==> src/timb_cc_pkg.sv <==
// Constants and carrier types for the two-channel timer capture/compare block.
// Assumes a single synchronous clock domain and a 32-bit AXI4-Lite register bus.
`default_nettype none

package timb_cc_pkg;

  localparam int NCH    = 2;
  localparam int ADDR_W = 12;

  // Register indices; byte address is four times the index
  localparam logic [9:0] IDX_CTRL0 = 10'h045;
  localparam logic [9:0] IDX_VAL0H = 10'h046;
  localparam logic [9:0] IDX_VAL0L = 10'h047;
  localparam logic [9:0] IDX_CTRL1 = 10'h048;
  localparam logic [9:0] IDX_VAL1H = 10'h049;
  localparam logic [9:0] IDX_VAL1L = 10'h04A;

  // Channel control/status bit positions
  localparam int BIT_FLAG = 7;
  localparam int BIT_IE   = 6;
  localparam int BIT_MSB  = 5;
  localparam int BIT_MSA  = 4;
  localparam int BIT_ELSB = 3;
  localparam int BIT_ELSA = 2;
  localparam int BIT_TOV  = 1;
  localparam int BIT_MAX  = 0;

  // Edge/level codes: capture edge or compare action
  localparam logic [1:0] ELS_OFF    = 2'h0;
  localparam logic [1:0] ELS_TOGGLE = 2'h1;
  localparam logic [1:0] ELS_CLEAR  = 2'h2;
  localparam logic [1:0] ELS_SET    = 2'h3;

  localparam logic [7:0]  CTRL_RESET  = 8'h00;
  localparam logic [15:0] VALUE_RESET = 16'h0000;
  localparam logic        LEVEL_RESET = 1'b1;

  localparam logic [1:0] RESP_OKAY   = 2'h0;
  localparam logic [1:0] RESP_SLVERR = 2'h2;

  typedef enum logic [1:0] {
    MODE_OFF,
    MODE_CAPTURE,
    MODE_COMPARE,
    MODE_BUFFERED
  } chanMode_t;

  typedef struct packed {
    logic [ADDR_W-1:0] awaddr;
    logic              awvalid;
    logic [31:0]       wdata;
    logic [3:0]        wstrb;
    logic              wvalid;
    logic              bready;
    logic [ADDR_W-1:0] araddr;
    logic              arvalid;
    logic              rready;
  } axiReq_t;

  typedef struct packed {
    logic        awready;
    logic        wready;
    logic [1:0]  bresp;
    logic        bvalid;
    logic        arready;
    logic [31:0] rdata;
    logic [1:0]  rresp;
    logic        rvalid;
  } axiRsp_t;

endpackage

`default_nettype wire

==> src/timb_channel_cc.sv <==
// Two-channel capture/compare/PWM logic with an AXI4-Lite register slave.
// Assumes the shared counter, its overflow pulse and stop state come from
// logic on the same clock; channel pins arrive asynchronously.
//
// Behaviour
// - Per-channel interrupt enable bit, read/write, cleared by reset.
// - Buffered-mode select exists only on channel 0 and enables buffered compare/PWM.
// - Buffered mode disables channel 1 control register and frees its pin.
// - With edge/level nonzero, mode bit chooses compare/PWM (1) or capture (0).
// - With edge/level zero, mode bit presets output: 1 low, 0 high.
// - Capture edge: 01 rising, 10 falling, 11 either edge.
// - Compare action on match: 01 toggle, 10 clear, 11 set.
// - Edge/level zero disconnects pin; channel holds preset level meanwhile.
// - Toggle-on-overflow toggles compare output at overflow; ignored in capture.
// - Overflow toggle wins over a coincident compare match.
// - Max-duty bit forces full duty for clear/set actions when toggle-on-overflow is off.
// - Max-duty change takes effect from the next PWM period.
// - Each channel has a 16-bit read/write value register.
// - Capture mode: reading high byte blocks captures until low byte read.
// - Compare mode: writing high byte blocks matches until low byte written.
// - Reset clears mode and edge bits; pin under port, level high.
// - Flag sets on event; clears by read-then-write-0; new event wins.
`default_nettype none

module timb_channel_cc
  import timb_cc_pkg::*;
(
  input  wire logic        clk,
  input  wire logic        sys_rst,
  input  wire axiReq_t     axiIn,
  output var  axiRsp_t     axiOut,
  input  wire logic [15:0] counterValue,
  input  wire logic        counterOverflow,
  input  wire logic        counterStopped,
  input  wire logic [1:0]  pinIn,
  output var  logic [1:0]  pinOut,
  output var  logic [1:0]  pinOutEnable,
  output var  logic [1:0]  channelIrq
);

  // Channel control state
  logic [1:0]  flag;
  logic [1:0]  irqEn;
  logic [1:0]  msA;
  logic        msB0;
  logic [1:0]  els [NCH];
  logic [1:0]  tov;
  logic [1:0]  maxDuty;
  logic [1:0]  armClear;
  logic [1:0]  maxActive;

  // Value registers and coherency locks
  logic [15:0] value [NCH];
  logic [15:0] bufValue;
  logic        bufSel;
  logic [1:0]  capLock;
  logic [1:0]  cmpLock;

  // Pin synchroniser
  logic [1:0]  sync1;
  logic [1:0]  sync2;
  logic [1:0]  pinPrev;

  // Bus slave state
  logic        awReady;
  logic        wReady;
  logic        bValid;
  logic [1:0]  bResp;
  logic        arReady;
  logic        rValid;
  logic [7:0]  rByte;
  logic [1:0]  rResp;
  logic [9:0]  awIdx;
  logic [7:0]  wByte;
  logic        wLane;

  // Combinational
  chanMode_t   mode [NCH];
  logic [1:0]  capEvent;
  logic [1:0]  cmpMatch;
  logic [1:0]  chanEvent;
  logic [1:0]  wrCtrl;
  logic [1:0]  wrHigh;
  logic [1:0]  wrLow;
  logic [1:0]  rdCtrl;
  logic [1:0]  rdHigh;
  logic [1:0]  rdLow;
  logic        wrFire;
  logic        wrEn;
  logic        rdFire;
  logic [9:0]  rdIdx;
  logic [7:0]  next_rByte;

  function automatic logic isMapped(input logic [9:0] idx);
    isMapped = (idx == IDX_CTRL0) || (idx == IDX_VAL0H) || (idx == IDX_VAL0L) ||
               (idx == IDX_CTRL1) || (idx == IDX_VAL1H) || (idx == IDX_VAL1L);
  endfunction

  assign axiOut = '{awready: awReady, wready: wReady, bresp: bResp, bvalid: bValid,
                    arready: arReady, rdata: {24'h00_0000, rByte}, rresp: rResp,
                    rvalid: rValid};

  // Mode decode per channel
  always_comb begin
    for (int c = 0; c < NCH; c++) begin
      if ((c == 1 && msB0) || els[c] == ELS_OFF) begin
        mode[c] = MODE_OFF;
      end else if (c == 0 && msB0) begin
        mode[c] = MODE_BUFFERED;
      end else if (msA[c]) begin
        mode[c] = MODE_COMPARE;
      end else begin
        mode[c] = MODE_CAPTURE;
      end
    end
  end

  // Capture edges and compare matches
  always_comb begin
    for (int c = 0; c < NCH; c++) begin
      capEvent[c] = (mode[c] == MODE_CAPTURE) && !counterStopped && !capLock[c] &&
                    ((els[c][0] && sync2[c] && !pinPrev[c]) ||
                     (els[c][1] && !sync2[c] && pinPrev[c]));
      cmpMatch[c] = (mode[c] == MODE_COMPARE || mode[c] == MODE_BUFFERED) &&
                    !cmpLock[c] &&
                    (counterValue == ((mode[c] == MODE_BUFFERED) ? bufValue : value[c]));
      chanEvent[c] = capEvent[c] || cmpMatch[c];
    end
  end

  // Bus decode
  assign wrFire = !awReady && !wReady && !bValid;
  assign wrEn   = wrFire && wLane && isMapped(awIdx);
  assign rdFire = axiIn.arvalid && arReady;
  assign rdIdx  = axiIn.araddr[11:2];

  always_comb begin
    wrCtrl[0] = wrEn && awIdx == IDX_CTRL0;
    wrCtrl[1] = wrEn && awIdx == IDX_CTRL1 && !msB0;
    wrHigh[0] = wrEn && awIdx == IDX_VAL0H;
    wrHigh[1] = wrEn && awIdx == IDX_VAL1H;
    wrLow[0]  = wrEn && awIdx == IDX_VAL0L;
    wrLow[1]  = wrEn && awIdx == IDX_VAL1L;
    rdCtrl[0] = rdFire && rdIdx == IDX_CTRL0;
    rdCtrl[1] = rdFire && rdIdx == IDX_CTRL1 && !msB0;
    rdHigh[0] = rdFire && rdIdx == IDX_VAL0H;
    rdHigh[1] = rdFire && rdIdx == IDX_VAL1H;
    rdLow[0]  = rdFire && rdIdx == IDX_VAL0L;
    rdLow[1]  = rdFire && rdIdx == IDX_VAL1L;
  end

  always_comb begin
    unique case (rdIdx)
      IDX_CTRL0: next_rByte = {flag[0], irqEn[0], msB0, msA[0], els[0], tov[0], maxDuty[0]};
      IDX_CTRL1: next_rByte = msB0 ? 8'h00 :
                              {flag[1], irqEn[1], 1'b0, msA[1], els[1], tov[1], maxDuty[1]};
      IDX_VAL0H: next_rByte = value[0][15:8];
      IDX_VAL0L: next_rByte = value[0][7:0];
      IDX_VAL1H: next_rByte = value[1][15:8];
      IDX_VAL1L: next_rByte = value[1][7:0];
      default:   next_rByte = 8'h00;
    endcase
  end

  // AXI4-Lite write channel
  always_ff @(posedge clk) begin
    if (sys_rst) begin
      awReady <= 1'b1;
      wReady  <= 1'b1;
      bValid  <= 1'b0;
      bResp   <= RESP_OKAY;
      awIdx   <= 10'h000;
      wByte   <= 8'h00;
      wLane   <= 1'b0;
    end else begin
      if (axiIn.awvalid && awReady) begin
        awReady <= 1'b0;
        awIdx   <= axiIn.awaddr[11:2];
      end else if (wrFire) begin
        awReady <= 1'b1;
      end
      if (axiIn.wvalid && wReady) begin
        wReady <= 1'b0;
        wByte  <= axiIn.wdata[7:0];
        wLane  <= axiIn.wstrb[0];
      end else if (wrFire) begin
        wReady <= 1'b1;
      end
      if (wrFire) begin
        bValid <= 1'b1;
        bResp  <= isMapped(awIdx) ? RESP_OKAY : RESP_SLVERR;
      end else if (axiIn.bready) begin
        bValid <= 1'b0;
      end
    end
  end

  // AXI4-Lite read channel
  always_ff @(posedge clk) begin
    if (sys_rst) begin
      arReady <= 1'b1;
      rValid  <= 1'b0;
      rByte   <= 8'h00;
      rResp   <= RESP_OKAY;
    end else if (rdFire) begin
      arReady <= 1'b0;
      rValid  <= 1'b1;
      rByte   <= next_rByte;
      rResp   <= isMapped(rdIdx) ? RESP_OKAY : RESP_SLVERR;
    end else if (rValid && axiIn.rready) begin
      arReady <= 1'b1;
      rValid  <= 1'b0;
    end
  end

  // Channel control/status registers
  always_ff @(posedge clk) begin
    if (sys_rst) begin
      flag     <= 2'h0;
      irqEn    <= 2'h0;
      msA      <= 2'h0;
      msB0     <= CTRL_RESET[BIT_MSB];
      els[0]   <= ELS_OFF;
      els[1]   <= ELS_OFF;
      tov      <= 2'h0;
      maxDuty  <= 2'h0;
      armClear <= 2'h0;
    end else begin
      for (int c = 0; c < NCH; c++) begin
        if (chanEvent[c]) begin
          flag[c] <= 1'b1;
        end else if (wrCtrl[c] && !wByte[BIT_FLAG] && armClear[c]) begin
          flag[c] <= 1'b0;
        end
        if (wrCtrl[c]) begin
          armClear[c] <= 1'b0;
        end else if (rdCtrl[c] && flag[c]) begin
          armClear[c] <= 1'b1;
        end
        if (wrCtrl[c]) begin
          irqEn[c]   <= wByte[BIT_IE];
          msA[c]     <= wByte[BIT_MSA];
          els[c]     <= wByte[BIT_ELSB:BIT_ELSA];
          tov[c]     <= wByte[BIT_TOV];
          maxDuty[c] <= wByte[BIT_MAX];
        end
      end
      if (wrCtrl[0]) begin
        msB0 <= wByte[BIT_MSB];
      end
    end
  end

  // Value registers, buffered compare value and coherency locks
  always_ff @(posedge clk) begin
    if (sys_rst) begin
      value[0] <= VALUE_RESET;
      value[1] <= VALUE_RESET;
      bufValue <= VALUE_RESET;
      bufSel   <= 1'b0;
      capLock  <= 2'h0;
      cmpLock  <= 2'h0;
    end else begin
      for (int c = 0; c < NCH; c++) begin
        if (capEvent[c]) begin
          value[c] <= counterValue;
        end
        if (wrHigh[c]) begin
          value[c][15:8] <= wByte;
        end
        if (wrLow[c]) begin
          value[c][7:0] <= wByte;
        end
        if (rdLow[c]) begin
          capLock[c] <= 1'b0;
        end else if (rdHigh[c] && mode[c] == MODE_CAPTURE) begin
          capLock[c] <= 1'b1;
        end
        if (wrLow[c]) begin
          cmpLock[c] <= 1'b0;
        end else if (wrHigh[c] && (msA[c] || (c == 0 && msB0))) begin
          cmpLock[c] <= 1'b1;
        end
      end
      // Buffered compare swaps in the last completed value at period end
      if (wrLow[0]) begin
        bufSel <= 1'b0;
      end else if (wrLow[1]) begin
        bufSel <= 1'b1;
      end
      if (!msB0 || counterOverflow) begin
        bufValue <= bufSel ? value[1] : value[0];
      end
    end
  end

  // Pin input synchroniser
  always_ff @(posedge clk) begin
    if (sys_rst) begin
      sync1   <= 2'h0;
      sync2   <= 2'h0;
      pinPrev <= 2'h0;
    end else begin
      sync1   <= pinIn;
      sync2   <= sync1;
      pinPrev <= sync2;
    end
  end

  // Channel output level, pin ownership and interrupt request
  always_ff @(posedge clk) begin
    if (sys_rst) begin
      pinOut       <= {NCH{LEVEL_RESET}};
      pinOutEnable <= 2'h0;
      maxActive    <= 2'h0;
      channelIrq   <= 2'h0;
    end else begin
      for (int c = 0; c < NCH; c++) begin
        if (counterOverflow) begin
          maxActive[c] <= maxDuty[c];
        end
        pinOutEnable[c] <= (mode[c] == MODE_COMPARE) || (mode[c] == MODE_BUFFERED);
        channelIrq[c]   <= flag[c] && irqEn[c];
        unique case (mode[c])
          MODE_OFF: begin
            pinOut[c] <= !msA[c];
          end
          MODE_CAPTURE: begin
            pinOut[c] <= pinOut[c];
          end
          MODE_COMPARE, MODE_BUFFERED: begin
            if (counterOverflow && tov[c]) begin
              pinOut[c] <= !pinOut[c];
            end else if (maxActive[c] && !tov[c]) begin
              // Full duty: hold the level opposite to the one the match action would leave
              if (els[c] == ELS_CLEAR) begin
                pinOut[c] <= 1'b1;
              end else if (els[c] == ELS_SET) begin
                pinOut[c] <= 1'b0;
              end
            end else if (cmpMatch[c]) begin
              unique case (els[c])
                ELS_TOGGLE: pinOut[c] <= !pinOut[c];
                ELS_CLEAR:  pinOut[c] <= 1'b0;
                ELS_SET:    pinOut[c] <= 1'b1;
                default:    pinOut[c] <= pinOut[c];
              endcase
            end
          end
        endcase
      end
    end
  end

endmodule

`default_nettype wire

==> config.mk <==
export PLATFORM = sky130hd
export DESIGN_NAME = timb_channel_cc
export DESIGN_NICKNAME = d
export VERILOG_FILES = /design/src/timb_cc_pkg.sv /design/src/timb_channel_cc.sv
export SDC_FILE = /design/constraint.sdc
export NUM_CORES = 1
export LEC_CHECK = 0
export BUFFER_PORTS_ARGS = -buffer_cell sky130_fd_sc_hd__buf_2
export CAP_MARGIN = 20
export CORE_MARGIN = 2
export CORE_UTILIZATION = 35
export CTS_CLUSTER_DIAMETER = 30
export DETAILED_ROUTE_END_ITERATION = 10
export HOLD_SLACK_MARGIN = 0.12
export PLACE_DENSITY = 0.67
export SETUP_SLACK_MARGIN = 0.1
export SLEW_MARGIN = 10
export SYNTH_ARGS = -nofsm -noshare
export SYNTH_HDL_FRONTEND = slang
export SYNTH_SLANG_ARGS = --single-unit
==> constraint.sdc <==
create_clock -name clk -period 2.2 [get_ports clk]
set_input_delay 0.44 -clock clk [delete_from_list [all_inputs] [get_ports clk]]
set_output_delay 0.44 -clock clk [all_outputs]
set_load 0.01 [all_outputs]
Yosys cells after proc, flatten, opt, wreduce, memory -nomap -nowiden
Memory sizes are Yosys's and may differ from the RTL's.
Index checks and enable logic that the tools add are counted.

cells by class
  equal/unequal tests = 32
  reduce and logical (&&, ||, !) cells = 115
  bitwise gates (word level) = 10
  mux-type cells = 73

operators by type and width
  cell                   count
  $eq A10 B7 Y1 const B  12
  $mux W16               5
  $logic_and A1 B1 Y1    56
  $mux W1                49
  $pmux W8 S6            1
  $mux W8                5
  $eq A16 B16 Y1         2
  $logic_not A1 Y1       20
  $ne A5 B5 Y1 const B   4
  $logic_or A1 B1 Y1     19
  $mux W2                9
  $eq A2 B2 Y1 const B   8
  $reduce_or A2 Y1       8
  $reduce_bool A2 Y1     6
  $eq A2 B1 Y1 const B   4
  $logic_not A2 Y1       4
  $ne A4 B4 Y1 const B   2
  $or A1 B1 Y1           8
  $reduce_and A4 Y1      2
  $pmux W1 S3            2
  $pmux W1 S2            2
  $not A1 Y1             2

word-level totals
  input port bits = 87
  RAM bits = 36
  memories kept = 2
  register bits after elaboration = 84

memory list
  name   depth  width  rd ports  clocked after Yosys merged registers in  write ports  RTL line               RTL
  value  2      16     2         0                                        2            timb_channel_cc.sv:53  logic [15:0] value [NCH];
  els    2      2      2         0                                        2            timb_channel_cc.sv:46  logic [1:0] els [NCH];

Depth between registers and ports, before layout
  depth in word-level cells = 13
  depth in mapped cells = 8
  mapped depth without buffers = 6

Worst setup path after synthesis
Ideal clock, no wire load.

  path kind = register to register
  from = reg awIdx[5]
  to = mem value[0][10] (enable)
  buffers on the path = 0
  cell stages (with the launch flop) = 5
  data arrival time = 1.889 ns
  data required time = 1.816 ns
  path slack = -0.073 ns
  period minus slack after synthesis = 2.273 ns
  cell sequence = dfxtp_1 > or4b_4 > nor3_4 > nand4_4 > o21ai_0

RTL lines
  element                 RTL line                RTL
  from (decl)             timb_channel_cc.sv:73   logic [9:0] awIdx;
  from (signal assigned)  timb_channel_cc.sv:178  awIdx <= axiIn.awaddr[11:2];
  to (decl)               timb_channel_cc.sv:53

==> run summary <==
PLACED DESIGN
------------------------------------------------------------------------------------
RePlAce Congestion ....................................................        0.935
Detail Placement HPWL .................................................     13900 um
Post-Place Cell Area ..................................................   6980 sq um
Place WS ..............................................................     -33.9 ps
Placed Cells incl. Taps ...............................................         1002
Port Buffer Count .....................................................           76

CTS
------------------------------------------------------------------------------------
Clock latency on the worst-skew pair ..................................       420 ps
Post-CTS Hold Buffers .................................................            0
Number of buffers created by CTS ......................................           17
Worst-case clock buffer depth .........................................            2
Number of sinks handled by clock tree synthesis .......................          118
CTS Root Buffer Type .................................................. sky130_fd_sc_hd__clkbuf_16
TritonCTS clock tree ..................................................          yes
Count of H-tree levels built during CTS ...............................            4
Worst-path clk slew ...................................................        60 ps

TIMING
------------------------------------------------------------------------------------
Worst hold slack after final layout ...................................       221 ps
Count of final max-slew check failures ................................            0
Tmin final ............................................................      2190 ps
Slew of the pin with the lowest slew margin ...........................       669 ps
Slew Limit Headroom ...................................................        55.4%
Unrepaired setup endpoints after global routing .......................         true
Share of the cycle needed by the critical path after routing ..........        99.4%
Clock skew ............................................................      7.17 ps
Post-route worst setup slack ..........................................      13.9 ps
Final setup vio count .................................................            0
Hold violation count in the final report ..............................            0
Fmax ..................................................................      457 MHz

GRT
------------------------------------------------------------------------------------
Gr ovfl total .........................................................            0
Number of antenna violations at the first check in global routing .....            0
Global router's overall resource usage ................................        20.2%
Vias in the first global route ........................................         5088
First-pass GRT wire length ............................................     28100 um
Pin count of the biggest net entering global routing ..................           33

FLOORPLANNING
------------------------------------------------------------------------------------
Die height ............................................................       137 um
Placeable core region .................................................  17300 sq um
I/O pin cnt ...........................................................          134
Die area ..............................................................  18800 sq um
Effective utilization at floorplan ....................................        35.9%
Placement Rows ........................................................           48
Die width .............................................................       137 um

LOGIC SYNTHESIS
------------------------------------------------------------------------------------
Proportion of synthesized flip-flops having asynchronous set or reset .           0%
Share of the synthesized area in the top cell type ....................        26.4%
Leading post-synthesis cells by instance count ........................ sky130_fd_sc_hd__nand2_1, sky130_fd_sc_hd__dfxtp_1, sky130_fd_sc_hd__a21oi_1
Number of enable flip-flop cells after synthesis ......................           36
Synth area leaders .................................................... sky130_fd_sc_hd__dfxtp_1, sky130_fd_sc_hd__edfxtp_1, sky130_fd_sc_hd__mux2i_1, sky130_fd_sc_hd__nand2_1, sky130_fd_sc_hd__a21oi_1
Unique cell type count in the Yosys netlist ...........................           60
Flip-flop and latch count after synthesis .............................          118
Synth Instances .......................................................          700
Average cell area after synthesis .....................................   8.87 sq um
Fraction of the yosys area taken by sequential cells ..................        43.8%
Yosys Warn Count ......................................................            0
Largest area contributor in the synthesized netlist ................... sky130_fd_sc_hd__dfxtp_1
Most common cell in the netlist ....................................... sky130_fd_sc_hd__nand2_1
Main flop type after synthesis ........................................ sky130_fd_sc_hd__dfxtp_1
Synthesized area ......................................................   6210 sq um

SETUP PATH
------------------------------------------------------------------------------------
Buf/Inv on CP .........................................................            1
Worst path slowest cell ............................................... sky130_fd_sc_hd__or4b_4
Dominant delay contributor by cell family on the critical path ........ simple AND/OR/NAND/NOR gates
Sort of element at the start of the critical path .....................    flip-flop
Delay contributed by the slowest stage of the critical path ...........       540 ps
Arrival time at the worst endpoint ....................................      2360 ps
Setup crit end kind ...................................................    flip-flop
Setup Crit Path Kind ..................................................      reg2reg
Critical Path Fanout Max ..............................................            8
CP required ...........................................................      2370 ps
Cells along the critical path ......................................... or4b_4, nor3_4, nand4_4, or3_4, buf_8, mux2i_1, nor2_1

DETAILED ROUTING
------------------------------------------------------------------------------------
Routed wire per std cell ..............................................      18.0 um
Via-per-instance ratio ................................................         5.34
Number of nets with antenna violations after detailed routing .........            0
Violation count after the first detailed-route iteration ..............          537
Post-route DRC violation count ........................................            0
Total vias in the final route .........................................         5540
Number of iterations in the first detailed-routing pass ...............            5
Wirelength, routed ....................................................     18700 um

POWER
------------------------------------------------------------------------------------
Largest vdd supply drop ...............................................     0.555 mV
Share of power burned in the clock network ............................        48.6%
Pwr/cell area .........................................................  733 nW/um^2
Net switching power figure ............................................      1.42 mW
Share of power burned in registers ....................................        42.6%
Tot Pwr ...............................................................      5.70 mW
Int Power .............................................................      4.28 mW
Switching share of power ..............................................        24.9%
Relative contribution of combinational cells to total power ...........         8.8%
Leakage power figure ..................................................      3.18 nW

CELLS AND AREA
------------------------------------------------------------------------------------
Proportion of layout cells with a drive suffix above 1 ................        24.4%
Synth-to-layout area growth ...........................................        25.2%
Count of antenna diodes in the layout .................................            0
Non-filler cells, final ...............................................         1038
Final Cell Area .......................................................   7780 sq um
Final #Nets ...........................................................          887

RUN STATUS
------------------------------------------------------------------------------------
Result of the run ..................................................... finished clean

RUN
------------------------------------------------------------------------------------
Maximum Capacitance Violations ........................................            0

WORST HOLD PATH
------------------------------------------------------------------------------------
Hold WC Path Type .....................................................       in2reg

==> power groups by stage <==
stage | logic, mW | clock network (mW) | registers (mW)
2_1_floorplan | 0.326 | 0 | 2.43
6_report | 0.502 | 2.77 | 2.43
5_1_grt | 0.551 | 2.89 | 2.43
3_3_place_gp | 0.475 | 0 | 2.46
3_5_place_dp | 0.480 | 0 | 2.47
4_1_cts | 0.487 | 2.81 | 2.42
==> area by class of cell <==
class,count,area (sq um)
well taps,225,282
multi-input cells,516,3240
repair buffers,131,875
clock inverters,10,86.3
clock buffers,22,507
flip-flops and latches,118,2730
fillers,1682,9520
inverters,16,60.1
==> routing by layer <==
| metal | vias up | global-route usage [%] | wire [um] |
|---|---|---|---|
| li1 | 2645 | - | - |
| met3 | 64 | 3.86 | 1400 |
| met1 | 2578 | 27.3 | 8280 |
| met2 | 253 | 30.0 | 8070 |
| met5 | - | 0 | 0 |
| met4 | 0 | 12.1 | 975 |
==> cells by family (layout without fill, tap and decap cells) <==
group / after synthesis / count (layout) / share of synthesized area (%)
AO/OA/AOI/OAI: 156 / 156 / 15.8
XOR/XNOR: 39 / 39 / 5.50
buffers and inverters: 91 / 179 / 7.73
flip-flops: 118 / 118 / 43.8
multiplexers: 44 / 44 / 7.15
other: 1 / 26 / 0.0604
AND/OR/NAND/NOR: 251 / 251 / 20.0
==> what timing repair did <==
action | in CTS | in global routing
endpoints found under the hold margin | 0 | 0
resized for setup | 5 | 44
setup buffers | 3 | 1
setup endpoints to repair | 38 | 65
cloned | 0 | 1
pin swaps | 7 | 11
==> path summary, 6_finish.rpt <==
kind | start | end | slack, ps | depth (start not counted)
hold reg to reg | sync1[0]$_SDFF_PP0_ | sync2[0]$_SDFF_PP0_ | 430 | 1
setup reg to reg | awIdx[5]$_SDFFE_PP0P_ | value[0][4]$_SDFFCE_PP0P_ | 10 | 7
setup / recovery | awIdx[5]$_SDFFE_PP0P_ | value[0][4]$_SDFFCE_PP0P_ | 10 | 7
hold / removal | axiIn[52] | awReady$_SDFFE_PP1P_ | 220 | 2
==> registers in the layout, indices dropped and copies added (netlist names), 4 cells and up <==
register  flops
awIdx        10
bufValue     16
rByte         8
value        32
wByte         8
els           4
==> layout by cell type, fill, tap and decap left out, types with 7 or more instances in the layout <==
cell type and count:
sky130_fd_sc_hd__nand2_1 84, sky130_fd_sc_hd__dfxtp_1 79, sky130_fd_sc_hd__buf_2 76, sky130_fd_sc_hd__nor2_1 56, sky130_fd_sc_hd__a21oi_1 56, sky130_fd_sc_hd__buf_4 46
sky130_fd_sc_hd__mux2i_1 40, sky130_fd_sc_hd__edfxtp_1 36, sky130_fd_sc_hd__xor2_1 31, sky130_fd_sc_hd__conb_1 26, sky130_fd_sc_hd__nand3_1 23, sky130_fd_sc_hd__a211oi_1 20
sky130_fd_sc_hd__o21ai_0 20, sky130_fd_sc_hd__clkbuf_16 20, sky130_fd_sc_hd__inv_1 16, sky130_fd_sc_hd__nor2b_1 15, sky130_fd_sc_hd__a221oi_1 13, sky130_fd_sc_hd__o21ai_1 10
sky130_fd_sc_hd__nand3b_1 9, sky130_fd_sc_hd__xnor2_1 8, sky130_fd_sc_hd__nand2b_1 8, sky130_fd_sc_hd__nor3_1 7, sky130_fd_sc_hd__nand3_2 7
==> stage by stage <==
step / setup TNS [ps] / util, %
global placement: 0 / 40.3
finish: 0 / 45.0
detailed placement: -158 / 40.3
CTS: 0 / 44.0
floorplan: 0 / -
global route: -737 / 45.0
Power figures use the tool's default switching activity.
